===== src/hdl/arw_pkg.sv =====
package arw_pkg;
    // register indices; byte address is four times the index
    localparam logic [7:0] ARW_IDX_CTRLA = 8'h00;
    localparam logic [7:0] ARW_IDX_CTRLB = 8'h01;
    localparam logic [7:0] ARW_IDX_CTRLC = 8'h02;
    localparam logic [7:0] ARW_IDX_CTRLD = 8'h03;
    localparam logic [7:0] ARW_IDX_CTRLE = 8'h04;
    localparam logic [7:0] ARW_IDX_SAMPCTRL = 8'h05;
    localparam logic [7:0] ARW_IDX_MUX = 8'h06;
    localparam logic [7:0] ARW_IDX_COMMAND = 8'h08;
    localparam logic [7:0] ARW_IDX_EVCTRL = 8'h09;
    localparam logic [7:0] ARW_IDX_IRQEN = 8'h0A;
    localparam logic [7:0] ARW_IDX_FLAGS = 8'h0B;
    localparam logic [7:0] ARW_IDX_STATUS = 8'h0E;
    localparam logic [7:0] ARW_IDX_RESULT = 8'h10;
    localparam logic [7:0] ARW_IDX_WINLO = 8'h12;
    localparam logic [7:0] ARW_IDX_WINHI = 8'h14;
    // control and flag field positions
    localparam int ARW_BIT_ENABLE = 0;
    localparam int ARW_BIT_FREERUN = 1;
    localparam int ARW_BIT_RES8 = 2;
    localparam int ARW_BIT_KEEPRUN = 7;
    localparam int ARW_BIT_CAP = 6;
    localparam int ARW_POS_REF = 4;
    localparam int ARW_POS_DELAY = 5;
    localparam int ARW_BIT_READY = 0;
    localparam int ARW_BIT_WINMATCH = 1;
    // window condition codes and the reserved accumulation code
    localparam logic [2:0] ARW_WIN_OFF = 3'h0;
    localparam logic [2:0] ARW_WIN_BELOW = 3'h1;
    localparam logic [2:0] ARW_WIN_ABOVE = 3'h2;
    localparam logic [2:0] ARW_WIN_INSIDE = 3'h3;
    localparam logic [2:0] ARW_WIN_OUTSIDE = 3'h4;
    localparam logic [2:0] ARW_ACC_RESERVED = 3'h7;
    // temperature sensor channel code, arbitrary value
    localparam logic [4:0] ARW_TEMP_CHANNEL = 5'h1E;
    // peripheral clocks per initial delay step
    localparam logic [7:0] ARW_INIT_UNIT = 8'h10;
    localparam logic [15:0] ARW_RESET_WINHI = 16'h0000;

    typedef enum logic [1:0] {ARW_IDLE, ARW_DELAY, ARW_CONV} arw_state_t;

    typedef struct packed {
        logic psel;
        logic penable;
        logic pwrite;
        logic [11:0] paddr;
        logic [31:0] pwdata;
    } arw_apb_req_t;

    typedef struct packed {
        logic [31:0] prdata;
        logic pready;
        logic pslverr;
    } arw_apb_rsp_t;
endpackage : arw_pkg


===== src/hdl/arw_ctrl.sv =====
// Contract
// - finished conversion stored in result register and result-ready flag set.
// - choosing temperature channel also switches on the temperature sensor.
// - window compare supports below, above, inside and outside, setting match flag.
// - thresholds from registers; nonzero mode enables compare and picks condition; codes 5 to 7 never match.
// - with accumulation only final sum compared; match flag once per conversion.
// - event start enable lets a router event start a conversion.
// - result-ready event pulse lasts exactly one clock per new result.
// - result-ready event always produced while enabled, regardless of irq enables.
// - each condition sets its flag even when its irq is disabled.
// - irq asserted while enable and flag both set, until flag cleared.
// - in standby no conversion starts unless keep-running bit set.
// - with keep-running, ongoing conversion completes and interrupts still raised.
// - standby starts only by event or free-run; clock requested only when busy.
// - event rising edge sets start bit; completion sets flag, clears start bit unless free-run chains the next one.
// - nonzero initial delay waited before first conversion.
// - power-down blocks starts, freezes conversion; result then marked invalid.
// - result-ready flag cleared by result read or write of one.
// - 8-bit mode drops two low bits before accumulating or storing.
// - accumulation count 0..6 selects 1,2,4..64 samples; 7 reserved.
//
// Implementation choices: the register offsets and the APB interface to the registers.
module arw_ctrl
    import arw_pkg::*;
(
    input wire logic core_clk,
    input wire logic rstn,
    input wire arw_apb_req_t apbReq,
    output arw_apb_rsp_t apbRsp,
    input wire logic eventIn,
    input wire logic sleepStandby,
    input wire logic sleepPowerDown,
    input wire logic adcDone,
    input wire logic [9:0] adcCode,
    output logic adcStart,
    output logic adcHold,
    output logic [4:0] positiveInputSelect,
    output logic [1:0] referenceSelect,
    output logic sampleCapSelect,
    output logic [2:0] prescaleSelect,
    output logic [3:0] sampleDelay,
    output logic [4:0] sampleLength,
    output logic tempSensorOn,
    output logic resultReadyEvent,
    output logic clockRequest,
    output logic irq
);

    typedef struct packed {
        arw_state_t state;
        arw_apb_rsp_t rsp;
        logic enable;
        logic freeRun;
        logic resolution8;
        logic standbyKeepRunning;
        logic [2:0] accumulationCount;
        logic sampleCap;
        logic [1:0] reference_select;
        logic [2:0] presc;
        logic [2:0] initialDelay;
        logic [3:0] sampDly;
        logic [2:0] windowConditionSelect;
        logic [4:0] sampleLen;
        logic [4:0] positive_input_select;
        logic startConversion;
        logic eventStartEnable;
        logic [1:0] irqEnable;
        logic [1:0] flags;
        logic [15:0] conversionResult;
        logic [15:0] windowLowThreshold;
        logic [15:0] windowHighThreshold;
        logic [15:0] accum;
        logic [6:0] sampleCnt;
        logic [7:0] delayCnt;
        logic firstConv;
        logic halted;
        logic resultInvalid;
        logic eventPrev;
        logic startPulse;
        logic holdOut;
        logic resEvent;
        logic clkReq;
        logic tempOn;
        logic irqOut;
    } arw_regs_t;

    arw_regs_t r;
    arw_regs_t n;

    // next-state logic for registers, sequencer and bus answer
    always_comb begin
        logic [7:0] idx;
        logic mapped;
        logic wrAcc;
        logic rdAcc;
        logic evRise;
        logic runOk;
        logic [9:0] sample;
        logic [15:0] sum;
        logic [6:0] target;
        logic finish;
        logic match;
        logic [1:0] setFlags;
        logic [1:0] clrFlags;
        logic [31:0] rdata;
        // word index from the byte address
        idx = apbReq.paddr[9:2];
        mapped = 1'b0;
        wrAcc = 1'b0;
        rdAcc = 1'b0;
        evRise = 1'b0;
        runOk = 1'b0;
        sample = 10'h000;
        sum = 16'h0000;
        target = 7'h01;
        finish = 1'b0;
        match = 1'b0;
        setFlags = 2'h0;
        clrFlags = 2'h0;
        rdata = 32'h0000_0000;
        // state holds unless a branch below changes it; pulses fall
        n = r;
        n.startPulse = 1'b0;
        n.resEvent = 1'b0;

        // address decode and read data, prepared in the setup cycle
        unique case (idx)
            ARW_IDX_CTRLA: rdata = {24'h0, r.standbyKeepRunning, 4'h0, r.resolution8,
                                    r.freeRun, r.enable};
            ARW_IDX_CTRLB: rdata = {29'h0, r.accumulationCount};
            ARW_IDX_CTRLC: rdata = {25'h0, r.sampleCap, r.reference_select, 1'b0, r.presc};
            ARW_IDX_CTRLD: rdata = {24'h0, r.initialDelay, 1'b0, r.sampDly};
            ARW_IDX_CTRLE: rdata = {29'h0, r.windowConditionSelect};
            ARW_IDX_SAMPCTRL: rdata = {27'h0, r.sampleLen};
            ARW_IDX_MUX: rdata = {27'h0, r.positive_input_select};
            ARW_IDX_COMMAND: rdata = {31'h0, r.startConversion};
            ARW_IDX_EVCTRL: rdata = {31'h0, r.eventStartEnable};
            ARW_IDX_IRQEN: rdata = {30'h0, r.irqEnable};
            ARW_IDX_FLAGS: rdata = {30'h0, r.flags};
            ARW_IDX_STATUS: rdata = {29'h0, r.clkReq, r.resultInvalid, r.halted};
            ARW_IDX_RESULT: rdata = {16'h0, r.conversionResult};
            ARW_IDX_WINLO: rdata = {16'h0, r.windowLowThreshold};
            ARW_IDX_WINHI: rdata = {16'h0, r.windowHighThreshold};
            default: rdata = 32'h0000_0000;
        endcase
        unique case (idx)
            ARW_IDX_CTRLA, ARW_IDX_CTRLB, ARW_IDX_CTRLC, ARW_IDX_CTRLD,
            ARW_IDX_CTRLE, ARW_IDX_SAMPCTRL, ARW_IDX_MUX, ARW_IDX_COMMAND,
            ARW_IDX_EVCTRL, ARW_IDX_IRQEN, ARW_IDX_FLAGS, ARW_IDX_STATUS,
            ARW_IDX_RESULT, ARW_IDX_WINLO, ARW_IDX_WINHI: mapped = 1'b1;
            default: mapped = 1'b0;
        endcase
        mapped = mapped & (apbReq.paddr[11:10] == 2'h0) & (apbReq.paddr[1:0] == 2'h0);

        // no wait state: answer registered in setup, completes in the first access cycle
        n.rsp.pready = apbReq.psel & ~apbReq.penable;
        n.rsp.pslverr = apbReq.psel & ~apbReq.penable & ~mapped;
        if (apbReq.psel && !apbReq.penable) begin
            n.rsp.prdata = apbReq.pwrite ? 32'h0000_0000 : rdata;
        end
        // effects happen only at the completing access edge
        wrAcc = apbReq.psel & apbReq.penable & r.rsp.pready & apbReq.pwrite & mapped;
        rdAcc = apbReq.psel & apbReq.penable & r.rsp.pready & ~apbReq.pwrite & mapped;

        // register writes
        if (wrAcc) begin
            unique case (idx)
                ARW_IDX_CTRLA: begin
                    n.enable = apbReq.pwdata[ARW_BIT_ENABLE];
                    n.freeRun = apbReq.pwdata[ARW_BIT_FREERUN];
                    n.resolution8 = apbReq.pwdata[ARW_BIT_RES8];
                    n.standbyKeepRunning = apbReq.pwdata[ARW_BIT_KEEPRUN];
                end
                ARW_IDX_CTRLB: n.accumulationCount = apbReq.pwdata[2:0];
                ARW_IDX_CTRLC: begin
                    n.sampleCap = apbReq.pwdata[ARW_BIT_CAP];
                    n.reference_select = apbReq.pwdata[ARW_POS_REF +: 2];
                    n.presc = apbReq.pwdata[2:0];
                end
                ARW_IDX_CTRLD: begin
                    n.initialDelay = apbReq.pwdata[ARW_POS_DELAY +: 3];
                    n.sampDly = apbReq.pwdata[3:0];
                end
                ARW_IDX_CTRLE: n.windowConditionSelect = apbReq.pwdata[2:0];
                ARW_IDX_SAMPCTRL: n.sampleLen = apbReq.pwdata[4:0];
                ARW_IDX_MUX: n.positive_input_select = apbReq.pwdata[4:0];
                ARW_IDX_EVCTRL: n.eventStartEnable = apbReq.pwdata[0];
                ARW_IDX_IRQEN: n.irqEnable = apbReq.pwdata[1:0];
                ARW_IDX_FLAGS: clrFlags = apbReq.pwdata[1:0];
                ARW_IDX_WINLO: n.windowLowThreshold = apbReq.pwdata[15:0];
                ARW_IDX_WINHI: n.windowHighThreshold = apbReq.pwdata[15:0];
                default: n.enable = r.enable;
            endcase
        end
        // reading the result clears its ready flag
        if (rdAcc && idx == ARW_IDX_RESULT) begin
            clrFlags[ARW_BIT_READY] = 1'b1;
        end

        // converter may run while enabled, unless in power-down or in standby without keep-running
        runOk = r.enable & ~sleepPowerDown & ~(sleepStandby & ~r.standbyKeepRunning);
        // edge detector idles low like its pin, so no edge after reset
        evRise = eventIn & ~r.eventPrev;
        n.eventPrev = eventIn;

        // samples per conversion, reserved code treated as one sample
        if (r.accumulationCount == ARW_ACC_RESERVED) begin
            target = 7'h01;
        end else begin
            target = 7'(7'h01 << r.accumulationCount);
        end
        // 8-bit mode keeps the upper eight bits of the code
        sample = r.resolution8 ? {2'h0, adcCode[9:2]} : adcCode;
        // running sum of the samples taken so far
        sum = r.accum + {6'h00, sample};

        // conversion sequencer
        unique case (r.state)
            ARW_IDLE: begin
                if (r.startConversion && runOk) begin
                    if (r.firstConv && r.initialDelay != 3'h0) begin
                        n.state = ARW_DELAY;
                        n.delayCnt = 8'(r.initialDelay * ARW_INIT_UNIT);
                    end else begin
                        n.state = ARW_CONV;
                        n.startPulse = 1'b1;
                    end
                    // later starts skip the initial delay
                    n.firstConv = 1'b0;
                    n.accum = 16'h0000;
                    n.sampleCnt = 7'h00;
                end
            end
            ARW_DELAY: begin
                if (!r.enable) begin
                    n.state = ARW_IDLE;
                end else if (!runOk) begin
                    n.delayCnt = r.delayCnt;
                end else if (r.delayCnt <= 8'h01) begin
                    n.state = ARW_CONV;
                    n.startPulse = 1'b1;
                end else begin
                    n.delayCnt = r.delayCnt - 8'h01;
                end
            end
            ARW_CONV: begin
                if (!r.enable) begin
                    n.state = ARW_IDLE;
                end else if (sleepPowerDown) begin
                    n.halted = 1'b1;
                end else if (adcDone) begin
                    finish = (r.sampleCnt == target - 7'h01);
                    if (finish) begin
                        // only the final sum is stored and compared
                        n.conversionResult = sum;
                        n.resultInvalid = r.halted;
                        n.halted = 1'b0;
                        n.accum = 16'h0000;
                        n.sampleCnt = 7'h00;
                        n.resEvent = 1'b1;
                        setFlags[ARW_BIT_READY] = 1'b1;
                        // free-run chains the next conversion at once
                        if (r.freeRun && runOk) begin
                            n.startPulse = 1'b1;
                        end else begin
                            n.state = ARW_IDLE;
                            n.startConversion = 1'b0;
                        end
                    end else begin
                        n.accum = sum;
                        n.sampleCnt = r.sampleCnt + 7'h01;
                        n.startPulse = 1'b1;
                    end
                end
            end
            default: n.state = ARW_IDLE;
        endcase

        // window compare on the value being written
        unique case (r.windowConditionSelect)
            ARW_WIN_BELOW: match = sum < r.windowLowThreshold;
            ARW_WIN_ABOVE: match = sum > r.windowHighThreshold;
            ARW_WIN_INSIDE: match = (sum > r.windowLowThreshold) &&
                                    (sum < r.windowHighThreshold);
            ARW_WIN_OUTSIDE: match = (sum < r.windowLowThreshold) ||
                                     (sum > r.windowHighThreshold);
            default: match = 1'b0;
        endcase
        setFlags[ARW_BIT_WINMATCH] = finish & match;

        // start bit: software write or enabled event edge sets it
        if (wrAcc && idx == ARW_IDX_COMMAND && apbReq.pwdata[0]) begin
            n.startConversion = 1'b1;
        end
        if (evRise && r.eventStartEnable && r.enable) begin
            n.startConversion = 1'b1;
        end
        // leaving enable or entering standby rearms the initial delay
        if (!r.enable || (sleepStandby && r.state == ARW_IDLE)) begin
            n.firstConv = 1'b1;
        end
        // disabling drops a pending start
        if (!r.enable) begin
            n.startConversion = 1'b0;
        end

        // flags: a set in the same cycle wins over a clear
        n.flags = (r.flags & ~clrFlags) | setFlags;
        n.irqOut = |(n.flags & n.irqEnable);
        // registered copies for the output pins
        n.holdOut = (n.state == ARW_CONV) & sleepPowerDown;
        n.clkReq = (n.state != ARW_IDLE) | n.startConversion & runOk;
        n.tempOn = (n.positive_input_select == ARW_TEMP_CHANNEL);
    end

    // single state register
    always_ff @(posedge core_clk or negedge rstn) begin
        if (!rstn) begin
            r <= '0;
            r.state <= ARW_IDLE;
            r.windowHighThreshold <= ARW_RESET_WINHI;
            r.firstConv <= 1'b1;
        end else begin
            r <= n;
        end
    end

    // outputs straight from the state register
    assign apbRsp = r.rsp;
    assign adcStart = r.startPulse;
    assign adcHold = r.holdOut;
    assign positiveInputSelect = r.positive_input_select;
    assign referenceSelect = r.reference_select;
    assign sampleCapSelect = r.sampleCap;
    assign prescaleSelect = r.presc;
    assign sampleDelay = r.sampDly;
    assign sampleLength = r.sampleLen;
    assign tempSensorOn = r.tempOn;
    assign resultReadyEvent = r.resEvent;
    assign clockRequest = r.clkReq;
    assign irq = r.irqOut;

endmodule : arw_ctrl


===== config.mk =====
export PLATFORM = sky130hd
export DESIGN_NAME = arw_ctrl
export DESIGN_NICKNAME = d
export VERILOG_FILES = /design/src/hdl/arw_pkg.sv /design/src/hdl/arw_ctrl.sv
export SDC_FILE = /design/constraint.sdc
export NUM_CORES = 1
export LEC_CHECK = 0
export ABC_AREA = 1
export BUFFER_PORTS_ARGS = -buffer_cell sky130_fd_sc_hd__buf_2
export CAP_MARGIN = 10
export CORE_MARGIN = 3
export CORE_UTILIZATION = 55
export DETAILED_ROUTE_END_ITERATION = 8
export PLACE_DENSITY_LB_ADDON = 0.25
export RECOVER_POWER = 50
export SLEW_MARGIN = 10
export SYNTH_ARGS = -nofsm -noshare
export SYNTH_HDL_FRONTEND = slang
export SYNTH_SLANG_ARGS = --single-unit

===== constraint.sdc =====
create_clock -name core_clk -period 5.9 [get_ports core_clk]
set_input_delay 0.885 -clock core_clk [delete_from_list [all_inputs] [get_ports core_clk]]
set_output_delay 0.885 -clock core_clk [all_outputs]
set_load 0.05 [all_outputs]

==> summary.md, run 1 <==
| Metric | Value |
|---|---|
| Lkg Pwr | `0.004884 µW` |
| Worst Tran Pin Value | `4.307 ns` |
| Cell taking the most area after synthesis | `dfrtp_1` |
| Setup Skew | `0.01381 ns` |
| Reg2reg setup slack | `1.26 ns` |
| Largest net degree at the start of global routing | `98` |
| Placed cell areas | `9394 µm²` |
| Max_slew headroom | `-187.1%` |
| Max-slew violation count | `98` |
| Post-DP HPWL | `around 17,000 µm` |
| Hold Path Sink | `apbRsp[2]` |
| Fmax | `0.2156 GHz` |
| Initial Util | `56.81%` |
| Yosys cell types | `56` |
| ANT nets after route | `0` |
| DRT Pass-1 Iters | `6` |
| Num CTS Buffers | `17` |
| CTS tree | `yes` |
| Reg2Reg Depth | `27` |
| # diodes | `0` |
| Post-Syn Area | `9122 µm²` |
| Clk_lat worst skew | `0.43 ns` |
| Final Hold Vio Count | `0` |
| Crit Path Category | `register to register` |
| Layout cells sized above 1 | `9.512%` |
| Post-CTS sizing | `0` |
| Post-place setup slack | `1.321 ns` |
| Area delta synth->final | `8.380%` |
| Sequential area share after synthesis | `40.61%` |
| VDD IR max | `0.2141 mV` |
| Placer Congestion | `0.9350` |
| Setup violators final | `0` |
| Postcts setup bufs | `0` |
| Total gr overflow | `0` |
| Failing checks | `max-capacitance violations, max-slew violations` |
| Most frequent cell after synthesis | `nand2_1` |
| Fin crit period | `4.639 ns` |
| Critical path endpoint category | `register` |
| Critical Path Fanout Max | `11` |
| Vias in the first global route | `7,665` |
| Syn_area_per_cell | `7.685 µm²` |
| Root buffer cell | `clkbuf_16` |
| HP Class | `register to register` |
| Final worst slack | `1.261 ns` |
| Pwr dens | `225.6 nW/µm²` |
| Syn Inst Count | `1,187` |
| Worst hold slack | `0.4764 ns` |
| CTS Buffer Depth | `2` |
| Max Cap Viol | `1` |
| Die W | `134.8 µm` |
| Crit path DAT | `5.01 ns` |
| Max H-tree Level | `4` |
| Wire per inst | `15.57 µm` |
| DRC | `0` |
| Outcome | `finished, violations left` |
| Top-Level Pins | `123` |
| Top post-synthesis cells by area | `dfrtp_1 (40%), nand2_1 (13%), ha_1 (6.9%)` |
| Top FF cell, synth | `dfrtp_1` |
| Final Cycle Share | `78.63%` |
| Worst Hold Depth | `2` |
| Final instance area | `9887 µm²` |
| Post-synth top area share | `40.32%` |
| R2R Path End | `irq` |
| Initial DRC Count | `663` |
| FF-to-FF Start | `r[125]` |
| Total negative slack | `0 ns` |
| Vias per cell | `around 5.4` |
| Number of synthesized flops with an enable pin | `0` |
| Synth cell count leaders | `nand2_1 (326), inv_1 (159), dfrtp_1 (147), o21ai_0 (113), nor2_1 (67)` |
| Yosys reg bits | `approximately 150` |
| GRT Total Usage | `26.10%` |
| CTS clk-pin slew, worst paths | `0.06 ns` |
| FFs w/ async S/R, synth | `between 90% and 100%` |
| # clock sinks | `148` |
| WL final | `22,850 µm` |
| CP Launch Type | `register` |
| Source of the worst hold timing path | `apbRsp[2]` |
| Data required time of the critical path | `6.27 ns` |
| Yosys warning count | `0` |
| Die ar. | `approximately 18,000 µm²` |
| RSZ-0062 raised after global routing | `no` |
| First-pass GRT wire length | `37,560 µm` |
| CORE AREA | `16,060 µm²` |
| Antenna violations before repair | `0` |
| Die Ht | `~130 µm` |
| Row count | `46` |
| Via count | `7,855` |
| # nets final | `1,352` |
| Hold-fix buffer count after cts | `0` |
| IO buf count | `90` |
==> layout by cell type, fill, tap and decap left out, drive strengths merged, types with 42 or more instances in the layout <==
cell type  instances
clkbuf            65
nand2            335
a21oi             42
ha                50
inv              170
nand3             53
o21ai            139
buf               45
nor2              74
dfrtp            147
==> routing by layer <==
metal,share of wire [%],track usage (%),vias to the layer above
li1,-,-,3890
met2,49,44.69,256
met4,3.0,9.163,0
met1,42,33.25,3663
met5,0,0,-
met3,6.0,4.918,46
==> report_power, final <==
group	total [µW]	switching (µW)	leakage [µW]	internal (µW)
Sequential	1020	2.02	0.00201	1020
Combinational	139	105	0.00260	33.3
Clock	1070	460	0.000272	610
Total	2230	567	0.00488	1660
==> cells by family (layout without fill, tap and decap cells) <==
kind of cell / after synthesis / after routing / share of synthesized area, %
AOI/OAI and AO/OA: 225 / 225 / 14.13
xor gates and xnor gates: 18 / 18 / 1.728
adders and majority gates: 51 / 51 / 7.077
buffers and inverters: 244 / 293 / 12.78
DFF: 148 / 148 / 40.61
other: 1 / 16 / 0.04111
and+or+nand+nor: 500 / 500 / 23.63
==> layout make-up <==
cell class | count | area, µm²
clock buffers | 20 | 456.7
clock inverters | 12 | 120.1
fillers | 1484 | 6171
inverters | 170 | 646.9
multi-input cells | 810 | 4283
flip-flops and latches | 148 | 3705
well taps | 216 | 270.3
repair buffers | 91 | 405.4
==> worst max path at each step <==
stage                     startpoint     to  slack [ns]  cells past startpoint
after floorplan           adcCode[2]    irq        1.99                     25
after global placement    adcCode[2]    irq        1.41                     26
after detailed placement  adcCode[2]    irq        1.32                     27
after CTS                     r[125]    irq        1.28                     27
after global routing            rstn  r[22]        0.44                      1
final                         r[125]    irq        1.26                     27
==> per-stage QoR <==
step | cells | utilization [%] | power (µW)
after floorplan | 1202 | - | 1128
after global placement | 1435 | 58.50 | 1177
after detailed placement | 1435 | 58.50 | 1179
after CTS | 1467 | 62.09 | 2241
after global routing | 1467 | 61.57 | 2306
final | 1467 | 61.57 | 2230
==> critical path, cell delays in order, from the launching register on <==
cell,delay (ns)
dfrtp_1,0.60
clkinv_1,0.34
nand2_1,0.12
nand2_1,0.06
ha_1,0.21
fa_1,0.40
nand3_1,0.10
nand2_1,0.11
a21boi_0,0.35
o21ai_0,0.19
a21oi_1,0.19
xor2_1,0.30
inv_1,0.12
ha_1,0.29
nand2_1,0.06
nor2_1,0.14
nand2_1,0.07
nor2_1,0.16
nand2_1,0.10
nand3_1,0.13
nand2_1,0.07
nand2_1,0.05
nand2_1,0.05
nand3_1,0.12
nand2_1,0.06
nand2_1,0.08
nand2_1,0.06
nand2_1,0.06
==> registers in the layout (all words and copies together), names as in the netlist, 2 cells and up <==
name,cells
sampleLength,5
prescaleSelect,3
r,104
sampleDelay,4
apbRsp,18
referenceSelect,2
positiveInputSelect,5
Power figures use the tool's default switching activity.
==> inputs of run 2 (changes only) <==
--- a/config.mk
+++ b/config.mk
@@ -9,7 +9,7 @@
 export BUFFER_PORTS_ARGS = -buffer_cell sky130_fd_sc_hd__buf_2
 export CAP_MARGIN = 10
 export CORE_MARGIN = 3
-export CORE_UTILIZATION = 55
+export CORE_UTILIZATION = 53
 export DETAILED_ROUTE_END_ITERATION = 8
 export PLACE_DENSITY_LB_ADDON = 0.25
 export RECOVER_POWER = 50
==> constraint.sdc (replaced) <==
create_clock -name core_clk -period 4.2 [get_ports core_clk]
set_input_delay 0.63 -clock core_clk [delete_from_list [all_inputs] [get_ports core_clk]]
set_output_delay 0.63 -clock core_clk [all_outputs]
set_load 0.05 [all_outputs]
==> run 2 against run 1 <==
  * The flow still finishes with violations (max-capacitance violations, max-slew violations)
  * Clock power grew 54%
  * Critical path depth is the same
  * Sequential share of layout area shrank 0.72 points
  * Cell area grew 2.0%
  * Global-route usage shrank 0.34 points
  * Combinational power grew 42%
  * First-iteration DRC count shrank 16%
  * Clock-buffer cell count grew 1
  * Fmax grew 21%
  * Routed wire length grew 2.4%
  * Power grew 47%
  * Setup slack lost 0.88 ns
  * Largest cell class unchanged
==> summary.md, run 2 (synthesis gave the netlist of run 1 again) <==
| Metric | Value |
|---|---|
| IO buf count | `90` |
| Pwr dens | `325.4 nW/µm²` |
| Layout cells sized above 1 | `13.04%` |
| Setup Skew | `0.01138 ns` |
| Fmax | `roughly 0.26 GHz` |
| Wire per inst | `15.83 µm` |
| Die W | `137.2 µm` |
| Initial Util | `between 50% and 60%` |
| Row count | `47` |
| Root buffer cell | `clkbuf_16` |
| Placer Congestion | `0.9786` |
| Lkg Pwr | `approximately 0.0051 µW` |
| Crit path DAT | `~4.2 ns` |
| CP Launch Type | `register` |
| GRT Total Usage | `25.76%` |
| Failing checks | `max-capacitance violations, max-slew violations` |
| Antenna violations before repair | `0` |
| HP Class | `primary input to register` |
| Max H-tree Level | `4` |
| Pwr Total | `3281 µW` |
| Max Cap Viol | `1` |
| CTS Buffer Depth | `2` |
| Final Cycle Share | `91.02%` |
| Slowest stage cell, crit path | `dfrtp_2` |
| CTS tree | `yes` |
| Outcome | `finished, violations left` |
| Max_slew headroom | `-26.15%` |
| Setup violators final | `0` |
| CORE AREA | `16,700 µm²` |
| Final Hold Vio Count | `0` |
| Fill count | `1,590` |
| Max-slew violation count | `75` |
| Clk_lat worst skew | `~0.42 ns` |
| Dpl cells | `around 1,400` |
| Crit Path Category | `register to register` |
| Top-Level Pins | `roughly 120` |
| DRT Pass-1 Iters | `5` |
| CP top delay family | `simple AND/OR/NAND/NOR gates` |
| Total gr overflow | `0` |
| Initial DRC Count | `559` |
| Vias per cell | `5.338` |
| Buffers & Inverters on Critical Path | `2` |
| CTS clk-pin slew, worst paths | `0.06 ns` |
| Finished Layout Cells | `between 1,000 and 1,500` |
| Total negative slack | `0 ns` |
| Die Ht | `137.2 µm` |
| Critical Path Fanout Max | `8` |
| Max stage delay on crit path | `0.44 ns` |
| Vias in the first global route | `7,573` |
| First-pass GRT wire length | `37,720 µm` |
| Critical path endpoint category | `register` |
| Most frequent cells in the layout | `nand2_1 (327), inv_1 (159), dfrtp_1 (146)` |
| Commonest non-fill, non-tap cell in the layout | `nand2_1` |
| # clock sinks | `148` |
| Post-DP HPWL | `17,330 µm` |
| Max reg flops | `104` |
| Via count | `~7,900` |
| Worst Tran Pin Value | `1.892 ns` |
| Largest net degree at the start of global routing | `76` |
| Die ar. | `18,820 µm²` |
| Num CTS Buffers | `17` |
| FF-to-FF Start | `r[125]` |
| WL final | `23,390 µm` |
| VDD IR max | `roughly 0.26 mV` |
| Area delta synth->final | `10.55%` |
| # nets final | `1,360` |
| Most Frequent Cell on Critical Path | `nand2_1` |
| Worst Setup SP | `r[125]` |
| ANT nets after route | `0` |
| DRC | `0` |
| Fin crit period | `3.823 ns` |
| # diodes | `0` |
| Source of the worst hold timing path | `eventIn` |
| Data required time of the critical path | `4.56 ns` |
| Most flop-heavy register | `r` |
| RSZ-0062 raised after global routing | `no` |
-- run 2: changes by cell type in the layout (fill, tap and decap cells not counted), moves of 3 or more --
cell        before  now
bufinv_16        1    4
nor2_1          68   65
clkinvlp_4       4    1
nor2_2           2    5
clkbuf_1        46   18
o21ai_0        114  111
buf_2           44   73
buf_4            1    8
-- run 2: cell type report --
type | instances | area (µm²) | share of cell area (%)
clock buffers | 21 | 460.4 | 4.566
clock inverters | 10 | 171.4 | 1.700
inverters | 170 | 644.4 | 6.390
multi-input cells | 810 | 4317 | 42.80
flip-flops and latches | 148 | 3706 | 36.75
well taps | 220 | 275.3 | 2.730
repair buffers | 99 | 510.5 | 5.062
-- run 2: path summary, 6_finish.rpt --
path | to | slack (ns) | cells after the start
max reg2reg | irq | 0.38 | 27
max in group asynchronous | r[125] | 2.27 | 2
min reg2reg | r[9] | 0.48 | 2
min in group asynchronous | r[12] | 0.72 | 1
min | r[6] | 0.38 | 1
max | irq | 0.38 | 27
-- run 2: repair_timing --
| action | in CTS | in global routing |
|---|---|---|
| hold buffers | 0 | 0 |
| setup buffers | 0 | 1 |
| gates resized for setup | 1 | 9 |
| pin swaps | 0 | 1 |
| endpoints found under the setup margin | 1 | 2 |
-- run 2: worst register-to-register path: stages, from the launching register on --
cell	delay, ns
dfrtp_2	0.44
buf_4	0.18
nand2_1	0.06
nand2_1	0.05
ha_1	0.20
fa_1	0.40
nand3_1	0.11
nand2_1	0.12
a21boi_2	0.17
o21ai_1	0.10
a21oi_1	0.18
xor2_1	0.25
inv_1	0.10
ha_1	0.28
nand2_1	0.07
nor2_2	0.13
nand2_1	0.07
nor2_2	0.11
nand2_1	0.08
nand3_1	0.12
nand2_1	0.06
nand2_1	0.05
nand2_1	0.04
nand3_1	0.12
nand2_1	0.06
nand2_1	0.09
nand2_1	0.05
nand2_1	0.05
-- run 2: layer usage --
layer  global-route usage (%)  up-vias  share of wire, %
met4                    7.705        0               2.5
met2                    44.58      183                50
met3                    5.332       44               5.0
li1                         -     3909                 -
met5                        0        -                 0
met1                    32.58     3754                43
-- run 2: through the flow --
stage | worst slack, ns | hold WS (ns) | instance area, µm² | util, %
2_1_floorplan | 0.2871 | 0.3344 | 9179 | -
3_3_place_gp | 0.1635 | 0.4609 | 9464 | 56.67
3_5_place_dp | 0.03879 | 0.4680 | 9464 | 56.67
4_1_cts | 0.1078 | 0.2539 | 10100 | 60.46
5_1_grt | 0.008983 | 0.3464 | 10080 | 60.38
6_report | 0.3770 | 0.3771 | 10080 | 60.38
-- run 2: power breakdown --
group / total, µW / switching, µW / internal [µW]
logic: 198 / 149 / 49.2
clock network: 1650 / 618 / 1030
registers: 1430 / 2.80 / 1430
==> inputs of run 3 (changes only) <==
--- a/config.mk
+++ b/config.mk
@@ -8,7 +8,7 @@
 export ABC_AREA = 1
 export BUFFER_PORTS_ARGS = -buffer_cell sky130_fd_sc_hd__buf_2
 export CAP_MARGIN = 10
-export CORE_MARGIN = 3
+export CORE_MARGIN = 2
 export CORE_UTILIZATION = 53
 export DETAILED_ROUTE_END_ITERATION = 8
 export PLACE_DENSITY_LB_ADDON = 0.25
==> run 3 against run 2 <==
  * The run still ends with max-capacitance violations, max-slew violations left
  * Clock skew down 0.0016 ns
  * Clock-buffer cell count down 1
  * Cell area down 0.34%
  * Non-clock buffer count up 1
  * Critical endpoint unchanged
  * Die area down 2.9%
==> summary.md, run 3 (synthesis gave the netlist of run 1 again) <==
| Metric | Value |
|---|---|
| Outcome | `finished, violations left` |
| Failing checks | `max-capacitance violations, max-slew violations` |
| IO buf count | `90` |
| Die W | `135.2 µm` |
| ANT nets after route | `0` |
| CTS tree | `yes` |
| Worst Tran Pin Value | `~2.3 ns` |
| Reg2Reg Depth | `27` |
| Fmax | `around 0.26 GHz` |
| Max reg flops | `roughly 100` |
| Max_slew headroom | `-56.44%` |
| Vias in the first global route | `7,512` |
| Setup violators final | `0` |
| Final Hold Vio Count | `0` |
| Antenna violations before repair | `0` |
| Lkg Pwr | `about 0.005 µW` |
| Crit path DAT | `4.16 ns` |
| # clock sinks | `roughly 150` |
| Dpl cells | `about 1,400` |
| VDD IR max | `0.3165 mV` |
| Worst Hold Depth | `1` |
| Row count | `47` |
| Critical Path Fanout Max | `8` |
| DRT Pass-1 Iters | `6` |
| Finished Layout Cells | `1,479` |
| Pwr dens | `319.8 nW/µm²` |
| CP Launch Type | `register` |
| Data required time of the critical path | `4.57 ns` |
| CORE AREA | `16,700 µm²` |
| Hold Path Sink | `r[6]` |
| CTS clk-pin slew, worst paths | `0.06 ns` |
| Top-Level Pins | `between 100 and 150` |
| Source of the worst hold timing path | `eventIn` |
| Switching part of the total | `a little under a quarter` |
| CTS Buffer Depth | `2` |
| Commonest non-fill, non-tap cell in the layout | `nand2_1` |
| Placer Congestion | `0.9322` |
| Die Ht | `135.2 µm` |
| Root buffer cell | `clkbuf_16` |
| FF-to-FF Start | `r[125]` |
| RSZ-0062 raised after global routing | `no` |
| Most flop-heavy register | `r` |
| Max Cap Viol | `1` |
| Setup Skew | `0.009811 ns` |
| # nets final | `1,361` |
| Clock Power Share | `49.3%` |
| Max-slew violation count | `95` |
| Num CTS Buffers | `17` |
| Crit Path Category | `register to register` |
| Largest net degree at the start of global routing | `between 90 and 100` |
| Area delta synth->final | `10.18%` |
| GRT Total Usage | `26.23%` |
| Register share of total power | `44.6%` |
| First-pass GRT wire length | `approximately 37,000 µm` |
| Die ar. | `around 18,000 µm²` |
| Wire per inst | `~15 µm` |
| Fin crit period | `3.792 ns` |
| Logic pwr share | `6.1%` |
| Most frequent cells in the layout | `nand2_1 (327), inv_1 (159), dfrtp_1 (146)` |
| Critical path endpoint category | `register` |
| Via count | `7,799` |
| Max H-tree Level | `4` |
| Total negative slack | `0 ns` |
| Initial DRC Count | `446` |
| Reg2reg setup slack | `0.41 ns` |
| Layout cells sized above 1 | `12.95%` |
| Cell-internal power | `2445 µW` |
| R2R Path End | `irq` |
| DRC | `0` |
| Initial Util | `54.62%` |
| # diodes | `0` |
| Final Cycle Share | `between 90% and 100%` |
| Clk_lat worst skew | `0.44 ns` |
| Psw | `about 770 µW` |
| Post-DP HPWL | `17,020 µm` |
| HP Class | `primary input to register` |
| Hold-fix buffer count after cts | `0` |
| Vias per cell | `5.273` |
| WL final | `22,760 µm` |
| Total gr overflow | `0` |
==> run 3: cell types whose count changed in the layout (fill, tap and decap cells not counted), sizes merged <==
cell	previous run	this run
bufinv	4	3
clkbuf	38	40
buf	82	80
clkinv	7	9
==> run 3: layout make-up <==
| type | count | area [µm²] |
|---|---|---|
| Tap cell | 220 | 275.3 |
| Multi-Input combinational cell | 810 | 4310 |
| Timing Repair Buffer | 100 | 500.5 |
| Clock buffer | 20 | 456.7 |
| Sequential cell | 148 | 3706 |
| Fill cell | 1603 | 6650 |
| Clock inverter | 11 | 151.4 |
| Inverter | 170 | 650.6 |
==> run 3: worst max path at each step <==
stage | depth (start not counted) | slack, ns | from | end
global route | 27 | 0.008 | r[125] | irq
detailed placement | 27 | 0.06 | r[125] | irq
CTS | 27 | 0.01 | r[125] | irq
floorplan | 27 | 0.29 | r[125] | irq
finish | 27 | 0.41 | r[125] | irq
global placement | 27 | 0.15 | r[125] | irq
==> run 3: power groups by stage <==
stage / registers (µW) / clock network, µW / logic [µW]
4_1_cts: 1430 / 1600 / 201
3_5_place_dp: 1460 / 0 / 200
3_3_place_gp: 1460 / 0 / 198
2_1_floorplan: 1460 / 0 / 125
6_report: 1440 / 1580 / 195
5_1_grt: 1430 / 1660 / 221
==> run 3: timing repair <==
action	4_1_cts	5_1_grt
buffers inserted	0	3
resized for setup	0	9
hold endpoints to repair	0	0
endpoints found under the setup margin	0	2
==> run 3: stage by stage <==
stage / area, µm² / setup slack (ns) / hold WS, ns / total power, µW / utilization (%)
after CTS: 10060 / 0.01101 / 0.3216 / 3240 / 60.26
after floorplan: 9179 / 0.2871 / 0.3344 / 1585 / -
after global placement: 9457 / 0.1467 / 0.4604 / 1658 / 56.62
final: 10050 / 0.4080 / 0.3471 / 3214 / 60.18
after detailed placement: 9457 / 0.06206 / 0.4659 / 1661 / 56.62
after global routing: 10050 / 0.008031 / 0.3438 / 3317 / 60.18
==> run 3: worst max-delay path: stages (launching register included) <==
cell and delay [ns]:
dfrtp_2 0.43, buf_4 0.17, nand2_1 0.05, nand2_1 0.05
ha_1 0.20, fa_1 0.40, nand3_1 0.10, nand2_1 0.12
a21boi_2 0.18, o21ai_1 0.11, a21oi_1 0.18, xor2_1 0.26
inv_1 0.11, ha_1 0.28, nand2_1 0.06, nor2_1 0.13
nand2_1 0.08, nor2_2 0.11, nand2_1 0.08, nand3_1 0.10
nand2_1 0.06, nand2_1 0.06, nand2_1 0.04, nand3_1 0.11
nand2_1 0.06, nand2_1 0.08, nand2_1 0.05, nand2_1 0.06
==> run 3: per-layer routing <==
layer  global-route usage (%)  vias to the layer above  wire length, µm
li1                         -                     3904                -
met1                    33.20                     3636             9797
met2                    43.37                      205            10930
met3                    5.612                       54             1284
met4                    11.86                        0              746
met5                        0                        -                0
